## src/atr_pkg.sv

```systemverilog
package atr_pkg;
   // register byte offsets
   localparam logic [4:0] OFF_STATUS = 5'h00;
   localparam logic [4:0] OFF_CTRL   = 5'h04;
   localparam logic [4:0] OFF_DATA   = 5'h08;
   localparam logic [4:0] OFF_CFG    = 5'h0c;
   localparam logic [4:0] OFF_BAUD   = 5'h10;
   // status bits
   localparam int unsigned ST_TX_BUFFER_EMPTY_FLAG = 7;
   localparam int unsigned ST_TC   = 6;
   localparam int unsigned ST_RX_BUFFER_FULL_FLAG = 5;
   localparam int unsigned ST_OVR  = 3;
   localparam int unsigned ST_FE   = 1;
   // control bits
   localparam int unsigned CT_TE  = 3;
   localparam int unsigned CT_RE  = 2;
   localparam int unsigned CT_SBK = 0;
   // config bits
   localparam int unsigned CF_NINE  = 0;
   localparam int unsigned CF_TWO   = 1;
   localparam int unsigned CF_LONG  = 2;
   localparam int unsigned CF_TX_POLARITY_INVERT = 3;
   localparam int unsigned CF_RX_POLARITY_INVERT = 4;
   // baud divider
   localparam int unsigned        BAUD_W       = 13;
   localparam logic [BAUD_W-1:0]  BAUD_RST_VAL = 13'h0001;
   // 16x sample positions, rt16 wraps to zero
   localparam logic [3:0] RT_EDGE  = 4'h1;
   localparam logic [3:0] RT_S1    = 4'h3;
   localparam logic [3:0] RT_S2    = 4'h5;
   localparam logic [3:0] RT_S3    = 4'h7;
   localparam logic [3:0] RT_D1    = 4'h8;
   localparam logic [3:0] RT_D2    = 4'h9;
   localparam logic [3:0] RT_D3    = 4'ha;
   localparam logic [3:0] RT_END   = 4'h0;
   localparam logic [3:0] SUB_LAST = 4'hf;
   localparam logic [1:0] MAJ      = 2'h2;
   localparam logic [2:0] HIST_HI  = 3'h7;
   // frame geometry
   localparam logic [3:0]  FRAME_BASE = 4'ha;
   localparam logic [3:0]  LONG_EXTRA = 4'h3;
   localparam logic [3:0]  BITS8      = 4'h8;
   localparam logic [3:0]  BITS9      = 4'h9;
   localparam int unsigned SH_W       = 15;

   function automatic logic [3:0] frame_len(input logic nine, input logic two);
      frame_len = FRAME_BASE + {3'h0, nine} + {3'h0, two};
   endfunction : frame_len

   typedef enum logic [2:0] {
      RX_IDLE  = 3'b001,
      RX_START = 3'b010,
      RX_DATA  = 3'b100
   } atr_rx_state_e;

   typedef struct packed {
      logic [SH_W-1:0] sh;
      logic [3:0]      cnt;
      logic [3:0]      sub;
      logic            pre_q;
      logic            brk_q;
      logic            te_d;
      logic            sbk_d;
      logic            tx_buffer_empty_flag;
      logic            tc;
      logic [8:0]      tbuf;
      logic            txd;
      logic            oe_n;
   } atr_tx_s;

   typedef struct packed {
      atr_rx_state_e state;
      logic [3:0]    rt;
      logic [2:0]    hist;
      logic [1:0]    vote;
      logic [3:0]    bitn;
      logic [8:0]    sh;
      logic [8:0]    rbuf;
      logic          rx_buffer_full_flag;
      logic          ovr;
      logic          fe;
   } atr_rx_s;

   localparam atr_tx_s TX_RST = '{sh: '1, cnt: '0, sub: '0, pre_q: 1'b0, brk_q: 1'b0,
                                  te_d: 1'b0, sbk_d: 1'b0, tx_buffer_empty_flag: 1'b1, tc: 1'b1,
                                  tbuf: '0, txd: 1'b1, oe_n: 1'b1};
   localparam atr_rx_s RX_RST = '{state: RX_IDLE, rt: '0, hist: '0, vote: '0, bitn: '0,
                                  sh: '0, rbuf: '0, rx_buffer_full_flag: 1'b0, ovr: 1'b0, fe: 1'b0};
endpackage : atr_pkg

```

## src/atr_link_if.sv

```systemverilog
`timescale 1ns/1ps
interface atr_link_if;
   logic dev_txd;
   logic dev_tx_oe_n;
   logic peer_txd;
   logic tx_line;

   // line is pulled up while the device has released it
   assign tx_line = dev_tx_oe_n ? 1'b1 : dev_txd;

   modport device (output dev_txd, output dev_tx_oe_n, input peer_txd);
   modport peer (input tx_line, output peer_txd);
endinterface : atr_link_if

```

## src/atr_device.sv

```systemverilog
// The Wishbone register port and the placing of the registers are this design's own decisions.
`timescale 1ns/1ps
module atr_device #(
   parameter logic [atr_pkg::BAUD_W-1:0] BAUD_RST = atr_pkg::BAUD_RST_VAL
) (
   // clock and reset
   input  wire logic        sys_clk,
   input  wire logic        nrst,
   // wishbone slave
   input  wire logic [4:0]  wb_adr_i,
   input  wire logic [31:0] wb_dat_i,
   input  wire logic [3:0]  wb_sel_i,
   input  wire logic        wb_we_i,
   input  wire logic        wb_cyc_i,
   input  wire logic        wb_stb_i,
   output logic      [31:0] wb_dat_o,
   output logic             wb_ack_o,
   // serial link
   atr_link_if.device       link
);
   logic [3:0]                 ctrl, next_ctrl;
   logic [4:0]                 cfg, next_cfg;
   logic [atr_pkg::BAUD_W-1:0] baud, next_baud;
   logic [atr_pkg::BAUD_W-1:0] bcnt, next_bcnt;
   logic                       tx_armed, next_tx_armed;
   logic                       rx_armed, next_rx_armed;
   logic                       next_ack;
   logic [31:0]                next_rdat;
   atr_pkg::atr_tx_s           tx, next_tx;
   atr_pkg::atr_rx_s           rx, next_rx;
   logic                       acc, rd_st, rd_dat, wr_dat, tick, bit_tick, clr_rx, tx_take;
   logic [3:0]                 flen, nbits;

   function automatic logic is_at(input logic [4:0] off);
      is_at = acc && (wb_adr_i == off);
   endfunction : is_at

   assign acc      = wb_cyc_i & wb_stb_i & ~wb_ack_o;
   assign rd_st    = is_at(atr_pkg::OFF_STATUS) & ~wb_we_i;
   assign rd_dat   = is_at(atr_pkg::OFF_DATA) & ~wb_we_i;
   assign wr_dat   = is_at(atr_pkg::OFF_DATA) & wb_we_i & wb_sel_i[0];
   assign tick     = (baud != '0) && (bcnt >= baud - 13'h1);
   assign bit_tick = tick && (tx.sub == atr_pkg::SUB_LAST);
   assign clr_rx   = rd_dat & rx_armed;
   assign tx_take  = wr_dat & tx_armed & tx.tx_buffer_empty_flag;
   assign flen     = atr_pkg::frame_len(cfg[atr_pkg::CF_NINE], cfg[atr_pkg::CF_TWO]);
   assign nbits    = cfg[atr_pkg::CF_NINE] ? atr_pkg::BITS9 : atr_pkg::BITS8;

   // register file and bus answer
   always_comb begin
      next_ctrl     = ctrl;
      next_cfg      = cfg;
      next_baud     = baud;
      next_ack      = acc;
      next_rdat     = '0;
      next_tx_armed = tx_armed;
      next_rx_armed = rx_armed;
      next_bcnt     = tick ? '0 : bcnt + 13'h1;
      if (acc & wb_we_i & wb_sel_i[0]) begin
         case (wb_adr_i)
            atr_pkg::OFF_CTRL: next_ctrl = wb_dat_i[3:0];
            atr_pkg::OFF_CFG:  next_cfg = wb_dat_i[4:0];
            atr_pkg::OFF_BAUD: next_baud = wb_dat_i[atr_pkg::BAUD_W-1:0];
            default: ;
         endcase
      end
      if (acc & ~wb_we_i) begin
         case (wb_adr_i)
            atr_pkg::OFF_STATUS: begin
               next_rdat[atr_pkg::ST_TX_BUFFER_EMPTY_FLAG] = tx.tx_buffer_empty_flag;
               next_rdat[atr_pkg::ST_TC]   = tx.tc;
               next_rdat[atr_pkg::ST_RX_BUFFER_FULL_FLAG] = rx.rx_buffer_full_flag;
               next_rdat[atr_pkg::ST_OVR]  = rx.ovr;
               next_rdat[atr_pkg::ST_FE]   = rx.fe;
            end
            atr_pkg::OFF_CTRL: next_rdat[3:0] = ctrl;
            atr_pkg::OFF_DATA: next_rdat[8:0] = rx.rbuf;
            atr_pkg::OFF_CFG:  next_rdat[4:0] = cfg;
            atr_pkg::OFF_BAUD: next_rdat[atr_pkg::BAUD_W-1:0] = baud;
            default: ;
         endcase
      end
      if (rd_st & tx.tx_buffer_empty_flag) next_tx_armed = 1'b1;
      else if (wr_dat) next_tx_armed = 1'b0;
      if (rd_st & (rx.rx_buffer_full_flag | rx.ovr | rx.fe)) next_rx_armed = 1'b1;
      else if (rd_dat) next_rx_armed = 1'b0;
   end

   always_ff @(posedge sys_clk) begin
      if (!nrst) begin
         ctrl     <= '0;
         cfg      <= '0;
         baud     <= BAUD_RST;
         bcnt     <= '0;
         tx_armed <= 1'b0;
         rx_armed <= 1'b0;
         wb_ack_o <= 1'b0;
         wb_dat_o <= '0;
      end else begin
         ctrl     <= next_ctrl;
         cfg      <= next_cfg;
         baud     <= next_baud;
         bcnt     <= next_bcnt;
         tx_armed <= next_tx_armed;
         rx_armed <= next_rx_armed;
         wb_ack_o <= next_ack;
         wb_dat_o <= next_rdat;
      end
   end

   // transmitter: preamble first, then break, then data
   always_comb begin
      next_tx       = tx;
      next_tx.te_d  = ctrl[atr_pkg::CT_TE];
      next_tx.sbk_d = ctrl[atr_pkg::CT_SBK];
      if (tick) next_tx.sub = tx.sub + 4'h1;
      if (tx_take) begin
         next_tx.tbuf = wb_dat_i[8:0];
         next_tx.tx_buffer_empty_flag = 1'b0;
         next_tx.tc   = 1'b0;
      end
      if (bit_tick) begin
         if (tx.cnt > 4'h1) begin
            next_tx.sh  = tx.sh >> 1;
            next_tx.cnt = tx.cnt - 4'h1;
         end else begin
            next_tx.cnt = '0;
            next_tx.sh  = '1;
            if (tx.pre_q) begin
               next_tx.cnt   = flen;
               next_tx.pre_q = 1'b0;
               next_tx.tc    = 1'b0;
            end else if (tx.brk_q) begin
               next_tx.sh    = '0;
               next_tx.cnt   = flen + (cfg[atr_pkg::CF_LONG] ? atr_pkg::LONG_EXTRA : 4'h0);
               next_tx.brk_q = ctrl[atr_pkg::CT_SBK];
               next_tx.tc    = 1'b0;
            end else if (!tx.tx_buffer_empty_flag && ctrl[atr_pkg::CT_TE]) begin
               next_tx.sh[0]   = 1'b0;
               next_tx.sh[8:1] = tx.tbuf[7:0];
               if (cfg[atr_pkg::CF_NINE]) next_tx.sh[9] = tx.tbuf[8];
               next_tx.cnt  = flen;
               next_tx.tx_buffer_empty_flag = 1'b1;
               next_tx.tc   = 1'b0;
            end else if (tx.cnt == 4'h1) begin
               next_tx.tc = 1'b1;
            end
         end
      end
      // queue events after the load so a new request is never lost
      if (ctrl[atr_pkg::CT_TE] & ~tx.te_d) begin
         next_tx.pre_q = 1'b1;
         next_tx.tc    = 1'b0;
      end
      if (ctrl[atr_pkg::CT_SBK] & ~tx.sbk_d) begin
         next_tx.brk_q = 1'b1;
         next_tx.tc    = 1'b0;
      end
      next_tx.txd  = ((next_tx.cnt != '0) ? next_tx.sh[0] : 1'b1)
                     ^ cfg[atr_pkg::CF_TX_POLARITY_INVERT];
      next_tx.oe_n = ~(ctrl[atr_pkg::CT_TE] | (next_tx.cnt != '0)
                       | next_tx.pre_q | next_tx.brk_q);
   end

   // receiver: majority voting on 16x ticks
   always_comb begin
      logic       s;
      logic       fall;
      logic       bitv;
      logic [3:0] nrt;
      logic [1:0] nvote;
      s       = link.peer_txd ^ cfg[atr_pkg::CF_RX_POLARITY_INVERT];
      fall    = rx.hist[0] & ~s;
      nrt     = rx.rt + 4'h1;
      nvote   = rx.vote;
      bitv    = 1'b0;
      next_rx = rx;
      if (clr_rx) begin
         next_rx.rx_buffer_full_flag = 1'b0;
         next_rx.ovr  = 1'b0;
         next_rx.fe   = 1'b0;
      end
      if (!ctrl[atr_pkg::CT_RE]) begin
         next_rx.state = atr_pkg::RX_IDLE;
         next_rx.hist  = '0;
      end else if (tick) begin
         next_rx.hist = {rx.hist[1:0], s};
         next_rx.rt   = nrt;
         unique case (rx.state)
            atr_pkg::RX_IDLE: begin
               if (rx.hist == atr_pkg::HIST_HI && !s) begin
                  next_rx.state = atr_pkg::RX_START;
                  next_rx.rt    = atr_pkg::RT_EDGE;
                  next_rx.vote  = '0;
               end
            end
            atr_pkg::RX_START: begin
               if ((nrt == atr_pkg::RT_S1 || nrt == atr_pkg::RT_S2 || nrt == atr_pkg::RT_S3)
                   && !s) nvote = rx.vote + 2'h1;
               next_rx.vote = nvote;
               if (nrt == atr_pkg::RT_S3 && nvote < atr_pkg::MAJ)
                  next_rx.state = atr_pkg::RX_IDLE;
               else if (nrt == atr_pkg::RT_END) begin
                  next_rx.state = atr_pkg::RX_DATA;
                  next_rx.bitn  = '0;
                  next_rx.vote  = '0;
               end
            end
            atr_pkg::RX_DATA: begin
               if ((nrt == atr_pkg::RT_D1 || nrt == atr_pkg::RT_D2 || nrt == atr_pkg::RT_D3)
                   && s) nvote = rx.vote + 2'h1;
               next_rx.vote = nvote;
               bitv = (nvote >= atr_pkg::MAJ);
               if (nrt == atr_pkg::RT_D3) begin
                  if (rx.bitn < nbits) begin
                     next_rx.sh = {bitv, rx.sh[8:1]};
                  end else begin
                     next_rx.state = atr_pkg::RX_IDLE;
                     // a set from a new frame wins over the clear above
                     if (!bitv) next_rx.fe = 1'b1;
                     else if (!next_rx.fe) begin
                        if (next_rx.rx_buffer_full_flag) next_rx.ovr = 1'b1;
                        else begin
                           next_rx.rbuf = cfg[atr_pkg::CF_NINE] ? rx.sh
                                          : {1'b0, rx.sh[8:1]};
                           next_rx.rx_buffer_full_flag = 1'b1;
                        end
                     end
                  end
               end
               if (nrt == atr_pkg::RT_END) begin
                  next_rx.bitn = rx.bitn + 4'h1;
                  next_rx.vote = '0;
               end
               if (fall) begin
                  next_rx.rt   = atr_pkg::RT_EDGE;
                  next_rx.vote = '0;
               end
            end
            default: next_rx.state = atr_pkg::RX_IDLE;
         endcase
      end
   end

   always_ff @(posedge sys_clk) begin
      if (!nrst) begin
         tx <= atr_pkg::TX_RST;
         rx <= atr_pkg::RX_RST;
      end else begin
         tx <= next_tx;
         rx <= next_rx;
      end
   end

   assign link.dev_txd     = tx.txd;
   assign link.dev_tx_oe_n = tx.oe_n;
endmodule : atr_device

```

## src/flat_wrapper.sv

```systemverilog
// flat-port wrapper written by rule: the top's interface ports become plain ports
module atr_device_flat 
#(
   parameter logic [atr_pkg::BAUD_W-1:0] BAUD_RST = atr_pkg::BAUD_RST_VAL
)
  (sys_clk, nrst, wb_adr_i, wb_dat_i, wb_sel_i, wb_we_i, wb_cyc_i, wb_stb_i, wb_dat_o, wb_ack_o, link_dev_txd, link_dev_tx_oe_n, link_peer_txd);
  atr_link_if link_i ();
  input  wire logic sys_clk;
  input  wire logic nrst;
  input  wire logic [4:0] wb_adr_i;
  input  wire logic [31:0] wb_dat_i;
  input  wire logic [3:0] wb_sel_i;
  input  wire logic wb_we_i;
  input  wire logic wb_cyc_i;
  input  wire logic wb_stb_i;
  output logic      [31:0] wb_dat_o;
  output logic wb_ack_o;
  output wire logic [$bits(link_i.dev_txd)-1:0] link_dev_txd;
  output wire logic [$bits(link_i.dev_tx_oe_n)-1:0] link_dev_tx_oe_n;
  input wire logic [$bits(link_i.peer_txd)-1:0] link_peer_txd;
  assign link_dev_txd = link_i.dev_txd;
  assign link_dev_tx_oe_n = link_i.dev_tx_oe_n;
  assign link_i.peer_txd = link_peer_txd;
  atr_device #(.BAUD_RST(BAUD_RST)) u_core (.sys_clk(sys_clk), .nrst(nrst), .wb_adr_i(wb_adr_i), .wb_dat_i(wb_dat_i), .wb_sel_i(wb_sel_i), .wb_we_i(wb_we_i), .wb_cyc_i(wb_cyc_i), .wb_stb_i(wb_stb_i), .wb_dat_o(wb_dat_o), .wb_ack_o(wb_ack_o), .link(link_i));
endmodule
```

## config.mk

```make
export PLATFORM = sky130hd
export DESIGN_NAME = atr_device_flat
export DESIGN_NICKNAME = d
export VERILOG_FILES = /design/src/atr_pkg.sv /design/src/atr_link_if.sv /design/src/atr_device.sv /design/src/flat_wrapper.sv
export SDC_FILE = /design/constraint.sdc
export NUM_CORES = 1
export LEC_CHECK = 0
export ABC_AREA = 1
export BUFFER_PORTS_ARGS = -buffer_cell sky130_fd_sc_hd__buf_2
export CORE_MARGIN = 5
export CORE_UTILIZATION = 60
export CTS_CLUSTER_SIZE = 10
export DETAILED_ROUTE_END_ITERATION = 16
export GPL_ROUTABILITY_DRIVEN = 0
export PLACE_DENSITY = 0.82
export SLEW_MARGIN = 20
export SYNTH_ARGS = -nofsm -noshare
export SYNTH_HDL_FRONTEND = slang
export SYNTH_SLANG_ARGS = --single-unit
```

## constraint.sdc

```tcl
create_clock -name sys_clk -period 5.5 [get_ports sys_clk]
set_input_delay 0.55 -clock sys_clk [delete_from_list [all_inputs] [get_ports sys_clk]]
set_output_delay 0.55 -clock sys_clk [all_outputs]
set_load 0.01 [all_outputs]
```

* After elaboration in Yosys (flattened, before gate mapping)
Index checks and enable logic that the tools add are counted.
** Cells by class
- Reduce and logical (&&, ||, !) cells :: 36
- Equal/unequal tests :: 23
- Add/subtract/negate cells :: 10
- Bitwise operators :: 34
- Multiplexer cells :: 74
- Magnitude comparators :: 5
** Operators by type and width (number)
- $mux 2 :: 17
- $mux 3 :: 10
- $mux 14 :: 2
- $mux 1 :: 22
- $mux 19 :: 1
- $mux 6 :: 3
- $pmux 3 s3 :: 2
- $and 1x1->1 :: 17
- $eq 4x4->1 const B :: 4
- $pmux 4 s2 :: 2
- $mux 15 :: 1
- $add 13x1->13 const B :: 1
- $ge 13x13->1 :: 1
- $reduce_bool 13->1 :: 1
- $sub 13x1->13 const B :: 1
- $add 4x1->4 const B :: 3
- $reduce_and 2->1 :: 6
- $mux 11 :: 1
- $eq 5x4->1 const B :: 2
- $mux 5 :: 2
- $not 1->1 :: 10
- $pmux 1 s5 :: 2
- $reduce_and 5->1 :: 2
- $logic_and 1x1->1 :: 9
- other kinds (41) :: 60
** Storage, ports and cells
- Logic and storage cells :: 215
- Input port bits :: 47
- Register bits after elaboration :: 147

* Depth between registers and ports, before layout
Gate-level depths: netlist (run 1).
- Depth in word-level cells :: 16
- Gate-level depth with buffers :: 22

* Worst setup path after synthesis (run 1)
Ideal clock, no wire load.
- Kind :: register to register
- From :: register u_core.baud[2] in the netlist's numbering
- To :: register u_core.rx[3] in the netlist's numbering
- Required time :: 5.368 ns
- Clock period less this slack :: 2.966 ns
- Arrival :: 2.834 ns
- Path slack :: 2.534 ns
- Stages on the path, launching flop included :: 21
- Buffers on the path :: 0
- Path through :: dfxtp_1 > nor3_1 > nand3_1 > nor4_1 > nand2_1 > xor2_1 > inv_1 > ha_1 > nand2_1 > nor2_2 > nand2_1 > inv_1 > nand2_1 > nand3_4 > nand2_4 > nor2_8 > nand3_4 > nor2_8 > inv_4 > nand2_1 > a21oi_2
** On the way
- Cells in the longest elaborated chain, start to end :: 4
- Elaborated cells on any way between the ends :: 5
- Those cells by class :: add/sub (1); order compare (1); reduce/logical (3)
** RTL lines
- from (decl) :: line atr_device.sv:23 : logic [atr_pkg::BAUD_W-1:0] baud, next_baud;
- from (signal assigned) :: line atr_device.sv:102 : baud <= next_baud;
- $sub 13x1->13 :: line atr_device.sv:42 : assign tick = (baud != '0) && (bcnt >= baud - 13'h1);
- $ge 13x13->1 :: line atr_device.sv:42
- $logic_and 1x1->1 (*) :: line atr_device.sv:42
- $reduce_and 8->1 (no source line) (*)
- to (signal assigned) :: line atr_device.sv:248 : rx <= atr_pkg::RX_RST;
- to (signal assigned) :: line atr_device.sv:251 : rx <= next_rx;
- to (decl) :: line atr_device.sv:30 : atr_pkg::atr_rx_s rx, next_rx;
Every way passes the cells marked *; elsewhere a longest branch is shown, timed or not.
A chain may end at the register's enable or synchronous reset.

* Worst setup path after layout (run 1)
- From :: register u_core.baud[2] in the netlist's numbering
- To :: register u_core.tx, in the netlist u_core.link.dev_txd
** On the way
- Cells in the longest elaborated chain, start to end :: 8
- Elaborated cells on any way between the ends :: 9
- Those cells by class :: add/sub (1); order compare (1); mux (2); bitwise (1); reduce/logical (4)
** RTL lines
- $sub 13x1->13 :: line atr_device.sv:42
- $ge 13x13->1 :: line atr_device.sv:42
- $logic_and 1x1->1 (*) :: line atr_device.sv:42
- $logic_and 1x1->1 (*) :: line atr_device.sv:43 : assign bit_tick = tick && (tx.sub == atr_pkg::SUB_LAST);
- $mux 5 (*) :: line atr_device.sv:122 : if (bit_tick) begin
- $reduce_bool 4->1 :: line atr_device.sv:159 : next_tx.txd = ((next_tx.cnt != '0) ? next_tx.sh[0] : 1'b1)
- $mux 1 (*) :: line atr_device.sv:159
- $xor 1x1->1 (*) :: line atr_device.sv:160 : ^ cfg[atr_pkg::CF_TX_POLARITY_INVERT];
- to (signal assigned) :: line atr_device.sv:247 : tx <= atr_pkg::TX_RST;
- to (signal assigned) :: line atr_device.sv:250 : tx <= next_tx;
- to (decl) :: line atr_device.sv:29 : atr_pkg::atr_tx_s tx, next_tx;
Marked as above.

==> impl_metrics.py, run 1 <==
metrics = {
    "die": {
        "start_util_pct": 61.4,
        "io_pins": 82,
        "fp-row-count": 38,
        "core_sq_um": 10800,
        "fp.dieH_um": 115,
        "die_w_um": 115,
        "die_area_sq_um": 13300,
    },
    "critical_path": {
        "crit_type": "register to register",
        "required_ns": 5.89,
        "endpoint_kind": "register",
        "start_kind": "register",
        "critPathArrivalTime_ns": 4.28,
        "cp_max_fo": 29,
    },
    "timing": {
        "drv_slew": 0,
        "slew_headroom_pct": 35.9,
        "skew_ns": 0.00878,
        "finalCritPeriodShare_pct": 70.8,
        "max_freq_mhz": 257,
        "rsz0062_at_grt": "no",
        "final_hold_viol_count": 0,
        "hold-worst-slack_ns": 0.287,
        "tightest_slew_ns": 0.955,
        "min_period_ns": 3.89,
        "final.setup.tns_ns": 0,
        "setup_viol": 0,
        "setup_ws_ns": 1.61,
    },
    "clocking": {
        "clock_latency_ns": 0.53,
        "path_clk_slew_ns": 0.06,
        "cts_buffer_depth": 2,
        "postCtsSetupBuffers": 0,
        "hold_buffers": 0,
        "cts_root_buf": "clkbuf_8",
        "cts_tree": "done",
        "cts_made_buffers": 17,
        "cts_sinks": 128,
        "cts_htree_levels": 4,
        "ctsResizeCount": 0,
    },
    "power": {
        "power_mw": 2.07,
        "pwr_density_cell_nw_per_um2": 278,
        "max-vdd-ir-drop_uv": 230,
        "p_leak_nw": 3.07,
    },
    "synth": {
        "synthSimpleGateAreaFrac_pct": 24.7,
        "yosysWarnings": 0,
        "yosysTopAreaCell": "dfxtp_1",
        "syn_area_per_cell_sq_um": 7.39,
        "seq_area_frac_synth_pct": 38.5,
        "postSynth.asyncResetShare_pct": 0,
        "ys_ff_latch": 128,
        "synth.area.top_cells": "dfxtp_1, nand2_1, o21ai_0, a21oi_1, inv_1",
        "synth-edff-count": 0,
        "synthMuxAreaShare_pct": 0,
        "synth_fa_ha_area_share_pct": 5.76,
        "synthDistinctLibCells": 54,
        "synth_ff_type": "dfxtp_1",
        "synthXorXnorAreaFrac_pct": 3.27,
        "syn_inst": 900,
        "syn_area_sq_um": 6650,
        "synth-compound-area-share_pct": 17.1,
        "synthDominantCellAreaShare_pct": 38.5,
        "synth_top_family_by_area": "simple AND/OR/NAND/NOR gates",
    },
    "layout": {
        "area_growth_pct": 11.7,
        "antenna_cells": 0,
        "final_net_count": 1014,
        "drive_gt1_share_pct": 12.2,
    },
    "routing": {
        "post_drt_wl_per_cell_um": 13.4,
        "first_pass_iters": 5,
        "drtIter0Drc": 532,
        "vias": 5772,
        "routed_via_density": 5.30,
        "detail-route-antenna-nets": 0,
        "drcViolationCount": 0,
        "wirelength_mm": 14.7,
    },
    "global_routing": {
        "grt_first_pass_wirelength_mm": 24.6,
        "grt_usage_pct": 23.4,
        "antenna_found_initial": 0,
        "grt_max_degree": 60,
        "grt_remaining_overflow": 0,
        "grt_pass1_vias": 5301,
    },
    "placed_design": {
        "io_buffers": 40,
        "hpwlAfterDp_mm": 10.3,
        "dpl_worst_slack_ns": 1.70,
    },
    "hold_path": {
        "hold_class": "input pin to register",
    },
    "status": {
        "status": "complete, no violations",
    },
    "run": {
        "cap_violations": 0,
    },
}
layout make-up:
class | count | area (sq um)
Multi-Input combinational cell | 628 | 3450
Fill cell | 902 | 3410
Sequential cell | 128 | 2560
Inverter | 121 | 457
Clock buffer | 17 | 414
Timing Repair Buffer | 41 | 208
Tap cell | 140 | 175
Clock inverter | 15 | 160
critical path, cell delays in order (launching register included):
cell and delay, ns:
dfxtp_1 0.37, nor3_1 0.30, nand3_1 0.20, nor4_1 0.46, nand2_1 0.13, xor2_1 0.18
inv_1 0.06, ha_1 0.29, nand2_1 0.07, nor2_2 0.13, nand2_1 0.07, nor2_1 0.09
nor2_1 0.07, nand3_4 0.11, nand3_2 0.45, nand2_1 0.23, nand2_1 0.07, nor2_1 0.11
nand2_1 0.13, nand3_1 0.12, nand3_1 0.09
through the flow:
| step | cell area (sq um) | util [%] | std cells |
|---|---|---|---|
| final | 7430 | 68.5 | 1090 |
| after floorplan | 6720 | - | 918 |
| after CTS | 7430 | 68.5 | 1090 |
| after detailed placement | 6850 | 63.2 | 1058 |
| after global routing | 7430 | 68.5 | 1090 |
| after global placement | 6850 | 63.2 | 1058 |
synth_stat cells (3+ instances only):
master	instances
nand2_1	155
dfxtp_1	128
inv_1	113
nor2_1	96
o21ai_0	96
a21oi_1	86
nand3_1	35
ha_1	29
buf_4	19
xor2_1	15
clkbuf_1	13
nor3_1	12
nand4_1	8
xnor2_1	8
inv_2	7
buf_2	6
a221oi_1	4
nand2_2	4
nand3_4	4
o211ai_1	4
a211oi_1	3
nor2_2	3
nor2_8	3
nor3_2	3
nor3b_1	3
o21ai_1	3
or2_1	3
layout by cell type, fill, tap and decap left out, types with 4 or more instances in the layout:
cell / n
o211ai_1: 4
xor2_1: 15
inv_2: 7
a221oi_1: 4
nand3_4: 4
buf_2: 40
clkbuf_16: 16
nand4_1: 8
nor3_1: 12
o21ai_0: 96
dfxtp_1: 128
nand2_2: 4
clkinv_4: 5
xnor2_1: 8
inv_1: 113
conb_1: 19
nand2_1: 155
ha_1: 29
nand3_1: 35
a21oi_1: 86
nor2_1: 96
registers in the layout (all words and copies together) (netlist names):
| name | flops |
|---|---|
| u_core.tx | 38 |
| u_core.rx | 37 |
| u_core.baud | 13 |
| u_core.bcnt | 13 |
| u_core.wb_dat_o | 13 |
| u_core.cfg | 5 |
| u_core.ctrl | 4 |
| u_core.link.dev_tx_oe_n | 1 |
| u_core.link.dev_txd | 1 |
| u_core.rx_armed | 1 |
| u_core.tx_armed | 1 |
| u_core.wb_ack_o | 1 |
kinds of logic (layout without fill, tap and decap cells):
logic type | Yosys count | after routing
AND/OR/NAND/NOR | 345 | 345
AO/OA/AOI/OAI | 210 | 210
buffers and inverters | 162 | 194
flip-flops | 128 | 128
adder cells (fa/ha/maj) | 30 | 30
XOR/XNOR | 24 | 24
other | 1 | 19
power by group:
| part | internal (mW) | total, mW | switching, mW | leakage, nW |
|---|---|---|---|---|
| Clock | 0.648 | 1.08 | 0.428 | 0.279 |
| Sequential | 0.930 | 0.933 | 0.00225 | 1.03 |
| Combinational | 0.0158 | 0.0573 | 0.0415 | 1.75 |
metal layers:
| metal | wire length [um] | up-vias | track usage [%] |
|---|---|---|---|
| li1 | - | 2982 | - |
| met1 | 6590 | 2602 | 30.3 |
| met2 | 6840 | 162 | 38.3 |
| met3 | 937 | 26 | 5.79 |
| met4 | 295 | 0 | 7.90 |
| met5 | 0 | - | 0 |
final timing paths:
check                                    start                   to  slack (ns)  depth (start not counted)
worst max-delay path            u_core.baud[2]  u_core.link.dev_txd        1.61                         20
worst min-delay path               wb_dat_i[5]       u_core.baud[5]        0.29                          3
worst max register to register  u_core.baud[2]  u_core.link.dev_txd        1.61                         20
worst min register to register  u_core.ctrl[3]        u_core.tx[14]        0.45                          2
No activity file was read; power rests on OpenSTA's default activity.
==> run 2: changes to the inputs <==
Settings changed: CORE_UTILIZATION 60 to 53, PLACE_DENSITY 0.82 to 0.77.
Clock period 5.5 ns to 3.52 ns, I/O delays scaled along.
==> run 2 against run 1 <==
  * Worst hold slack got worse by 0.093 ns
  * Routed wire length rose by 2.9%
  * Clock power rose by 55%
  * Critical endpoint is now u_core.rx[25]
  * Sequential share of layout area fell by 0.59 points
  * Highest routed layer unchanged
  * Clock-buffer cell count did not move
  * Cell area rose by 1.8%
  * Die area rose by 12%
  * Non-clock buffer count rose by 9
  * Global-route usage fell by 2.2 points
  * Register-to-register slack got worse by 1.3 ns
  * First-iteration DRC count fell by 11%
==> impl_metrics.py, run 2 (synthesis results as in run 1) <==
metrics = {
    "status": {
        "status": "complete, no violations",
    },
    "critical_path": {
        "required_ns": 3.82,
        "crit_top_cell": "nand2_1",
        "path_cells": "nor3_2 > nand3_1 > nor4_1 > buf_4 > nand2_1 > xor2_1 > inv_1 > ha_1 > nand2_1 > nor2_2 > nand2_1 > nor2_1 > nor2_1 > nand3_4 > nand2_4 > nor2_8 > inv_2 > nor3_2 > inv_1 > nand2_1 > a21oi_1",
        "critPathArrivalTime_ns": 3.49,
        "critPathMaxStageDelay_ns": 0.35,
        "critPathBufInv": 4,
        "endpoint_kind": "register",
        "cpLargestDelayFamily": "simple AND/OR/NAND/NOR gates",
        "worst-path-stages": 21,
        "crit_path_top_delay_cell": "dfxtp_1",
        "start_kind": "register",
        "reg2regPathDepth": 21,
        "crit_type": "register to register",
        "cp_max_fo": 8,
    },
    "clocking": {
        "cts_htree_levels": 4,
        "cts_buffer_depth": 2,
        "cts_sinks": 128,
        "clock_latency_ns": 0.43,
        "cts_tree": "done",
        "cts_root_buf": "clkbuf_16",
        "cts_made_buffers": 17,
        "path_clk_slew_ns": 0.06,
    },
    "timing": {
        "finalCritPeriodShare_pct": 90.8,
        "final.setup.tns_ns": 0,
        "final_hold_viol_count": 0,
        "rsz0062_at_grt": "no",
        "slew_headroom_pct": 62.6,
        "min_period_ns": 3.20,
        "skew_ns": 0.0125,
        "setup_viol": 0,
        "max_freq_mhz": 313,
        "drv_slew": 0,
        "tightest_slew_ns": 0.556,
    },
    "power": {
        "p_leak_nw": 3.11,
        "max-vdd-ir-drop_uv": 332,
        "power_mw": 3.22,
        "pwr_density_cell_nw_per_um2": 426,
    },
    "global_routing": {
        "met3_usage_pct": 4.36,
        "grt_remaining_overflow": 0,
        "grt_max_degree": 59,
        "busiest_layer": "met2",
        "antenna_found_initial": 0,
        "grt_usage_pct": 21.2,
        "grt_use_met2_pct": 33.4,
        "met1_usage_pct": 28.1,
        "grt_pass1_vias": 5357,
        "grt_first_pass_wirelength_mm": 25.0,
    },
    "die": {
        "start_util_pct": 53.4,
        "die_w_um": 122,
        "fp-row-count": 41,
        "core_sq_um": 12500,
        "fp.dieH_um": 122,
        "io_pins": 82,
        "die_area_sq_um": 14900,
    },
    "routing": {
        "post_drt_wl_per_cell_um": 13.3,
        "drcViolationCount": 0,
        "detail-route-antenna-nets": 0,
        "drtIter0Drc": 473,
        "vias": 5809,
        "routed_via_density": 5.13,
        "wirelength_mm": 15.1,
        "first_pass_iters": 6,
    },
    "layout": {
        "final_cells": 1132,
        "drive_gt1_share_pct": 13.5,
        "postLayoutCoreUtil_pct": 60.6,
        "largest_reg_flops": 38,
        "final_common_cell": "nand2_1",
        "final_net_count": 1024,
        "top_register": "u_core.tx",
        "area_growth_pct": 13.6,
        "antenna_cells": 0,
        "n_fill_cell": 1127,
        "top_regs": "u_core.tx x38, u_core.rx x37",
        "layout_common_cells": "nand2_1, dfxtp_1, inv_1",
    },
    "placed_design": {
        "hpwlAfterDp_mm": 10.9,
        "dp.cells": 1097,
        "io_buffers": 40,
    },
    "hold_path": {
        "hold_class": "input pin to register",
        "hold_depth": 3,
    },
    "run": {
        "cap_violations": 0,
    },
}
[run 2: cell types whose count changed in the layout (fill, tap and decap cells not counted), sizes merged]
cell,before,now
clkinvlp,2,3
clkinv,8,3
nor2,104,105
inv,124,130
buf,41,50
bufinv,2,0
[run 2: layout make-up]
| type | count | area (sq um) | share of cell area, % |
|---|---|---|---|
| Clock buffer | 17 | 425 | 5.63 |
| Sequential cell | 128 | 2560 | 33.9 |
| Timing Repair Buffer | 50 | 275 | 3.64 |
| Clock inverter | 15 | 140 | 1.85 |
| Multi-Input combinational cell | 629 | 3480 | 46.1 |
| Tap cell | 172 | 215 | 2.85 |
| Inverter | 121 | 457 | 6.04 |
[run 2: through the flow]
step                      setup slack [ns]  hold WS, ns  instance area (sq um)
after global placement               0.248        0.436                   6950
final                                0.323        0.194                   7560
after CTS                            0.156        0.185                   7510
after detailed placement             0.200        0.438                   6950
after floorplan                      0.554        0.421                   6720
after global routing                0.0170        0.200                   7560
[run 2: worst paths after layout]
| path | start | end | slack, ns |
|---|---|---|---|
| setup reg to reg | u_core.baud[1] | u_core.rx[25] | 0.32 |
| hold reg to reg | u_core.rx[12] | u_core.rx[12] | 0.44 |
| setup / recovery | u_core.baud[1] | u_core.rx[25] | 0.32 |
| hold / removal | wb_dat_i[5] | u_core.baud[5] | 0.19 |
[run 2: worst min-delay path, delay by kind of cell]
family                 cells  cell delay (ns)
buffers and inverters      1             0.10
AND/OR/NAND/NOR            2             0.12
[run 2: metal layers]
metal,part of all wire (%),up-vias,wire (um)
li1,-,2990,-
met1,46,2632,6890
met2,46,153,6940
met3,5.3,34,801
met4,3.0,0,459
met5,0,-,0
[run 2: repair_timing]
item,in CTS,in global routing
setup buffers,0,2
gates resized for setup,0,5
endpoints found under the setup margin,0,27
hold buffers,0,0
[run 2: power breakdown]
part           switching, mW  internal (mW)  leakage (nW)  total, mW
Combinational         0.0668         0.0254          1.80     0.0922
Clock                  0.737          0.933         0.271       1.67
Sequential           0.00344           1.45          1.03       1.46
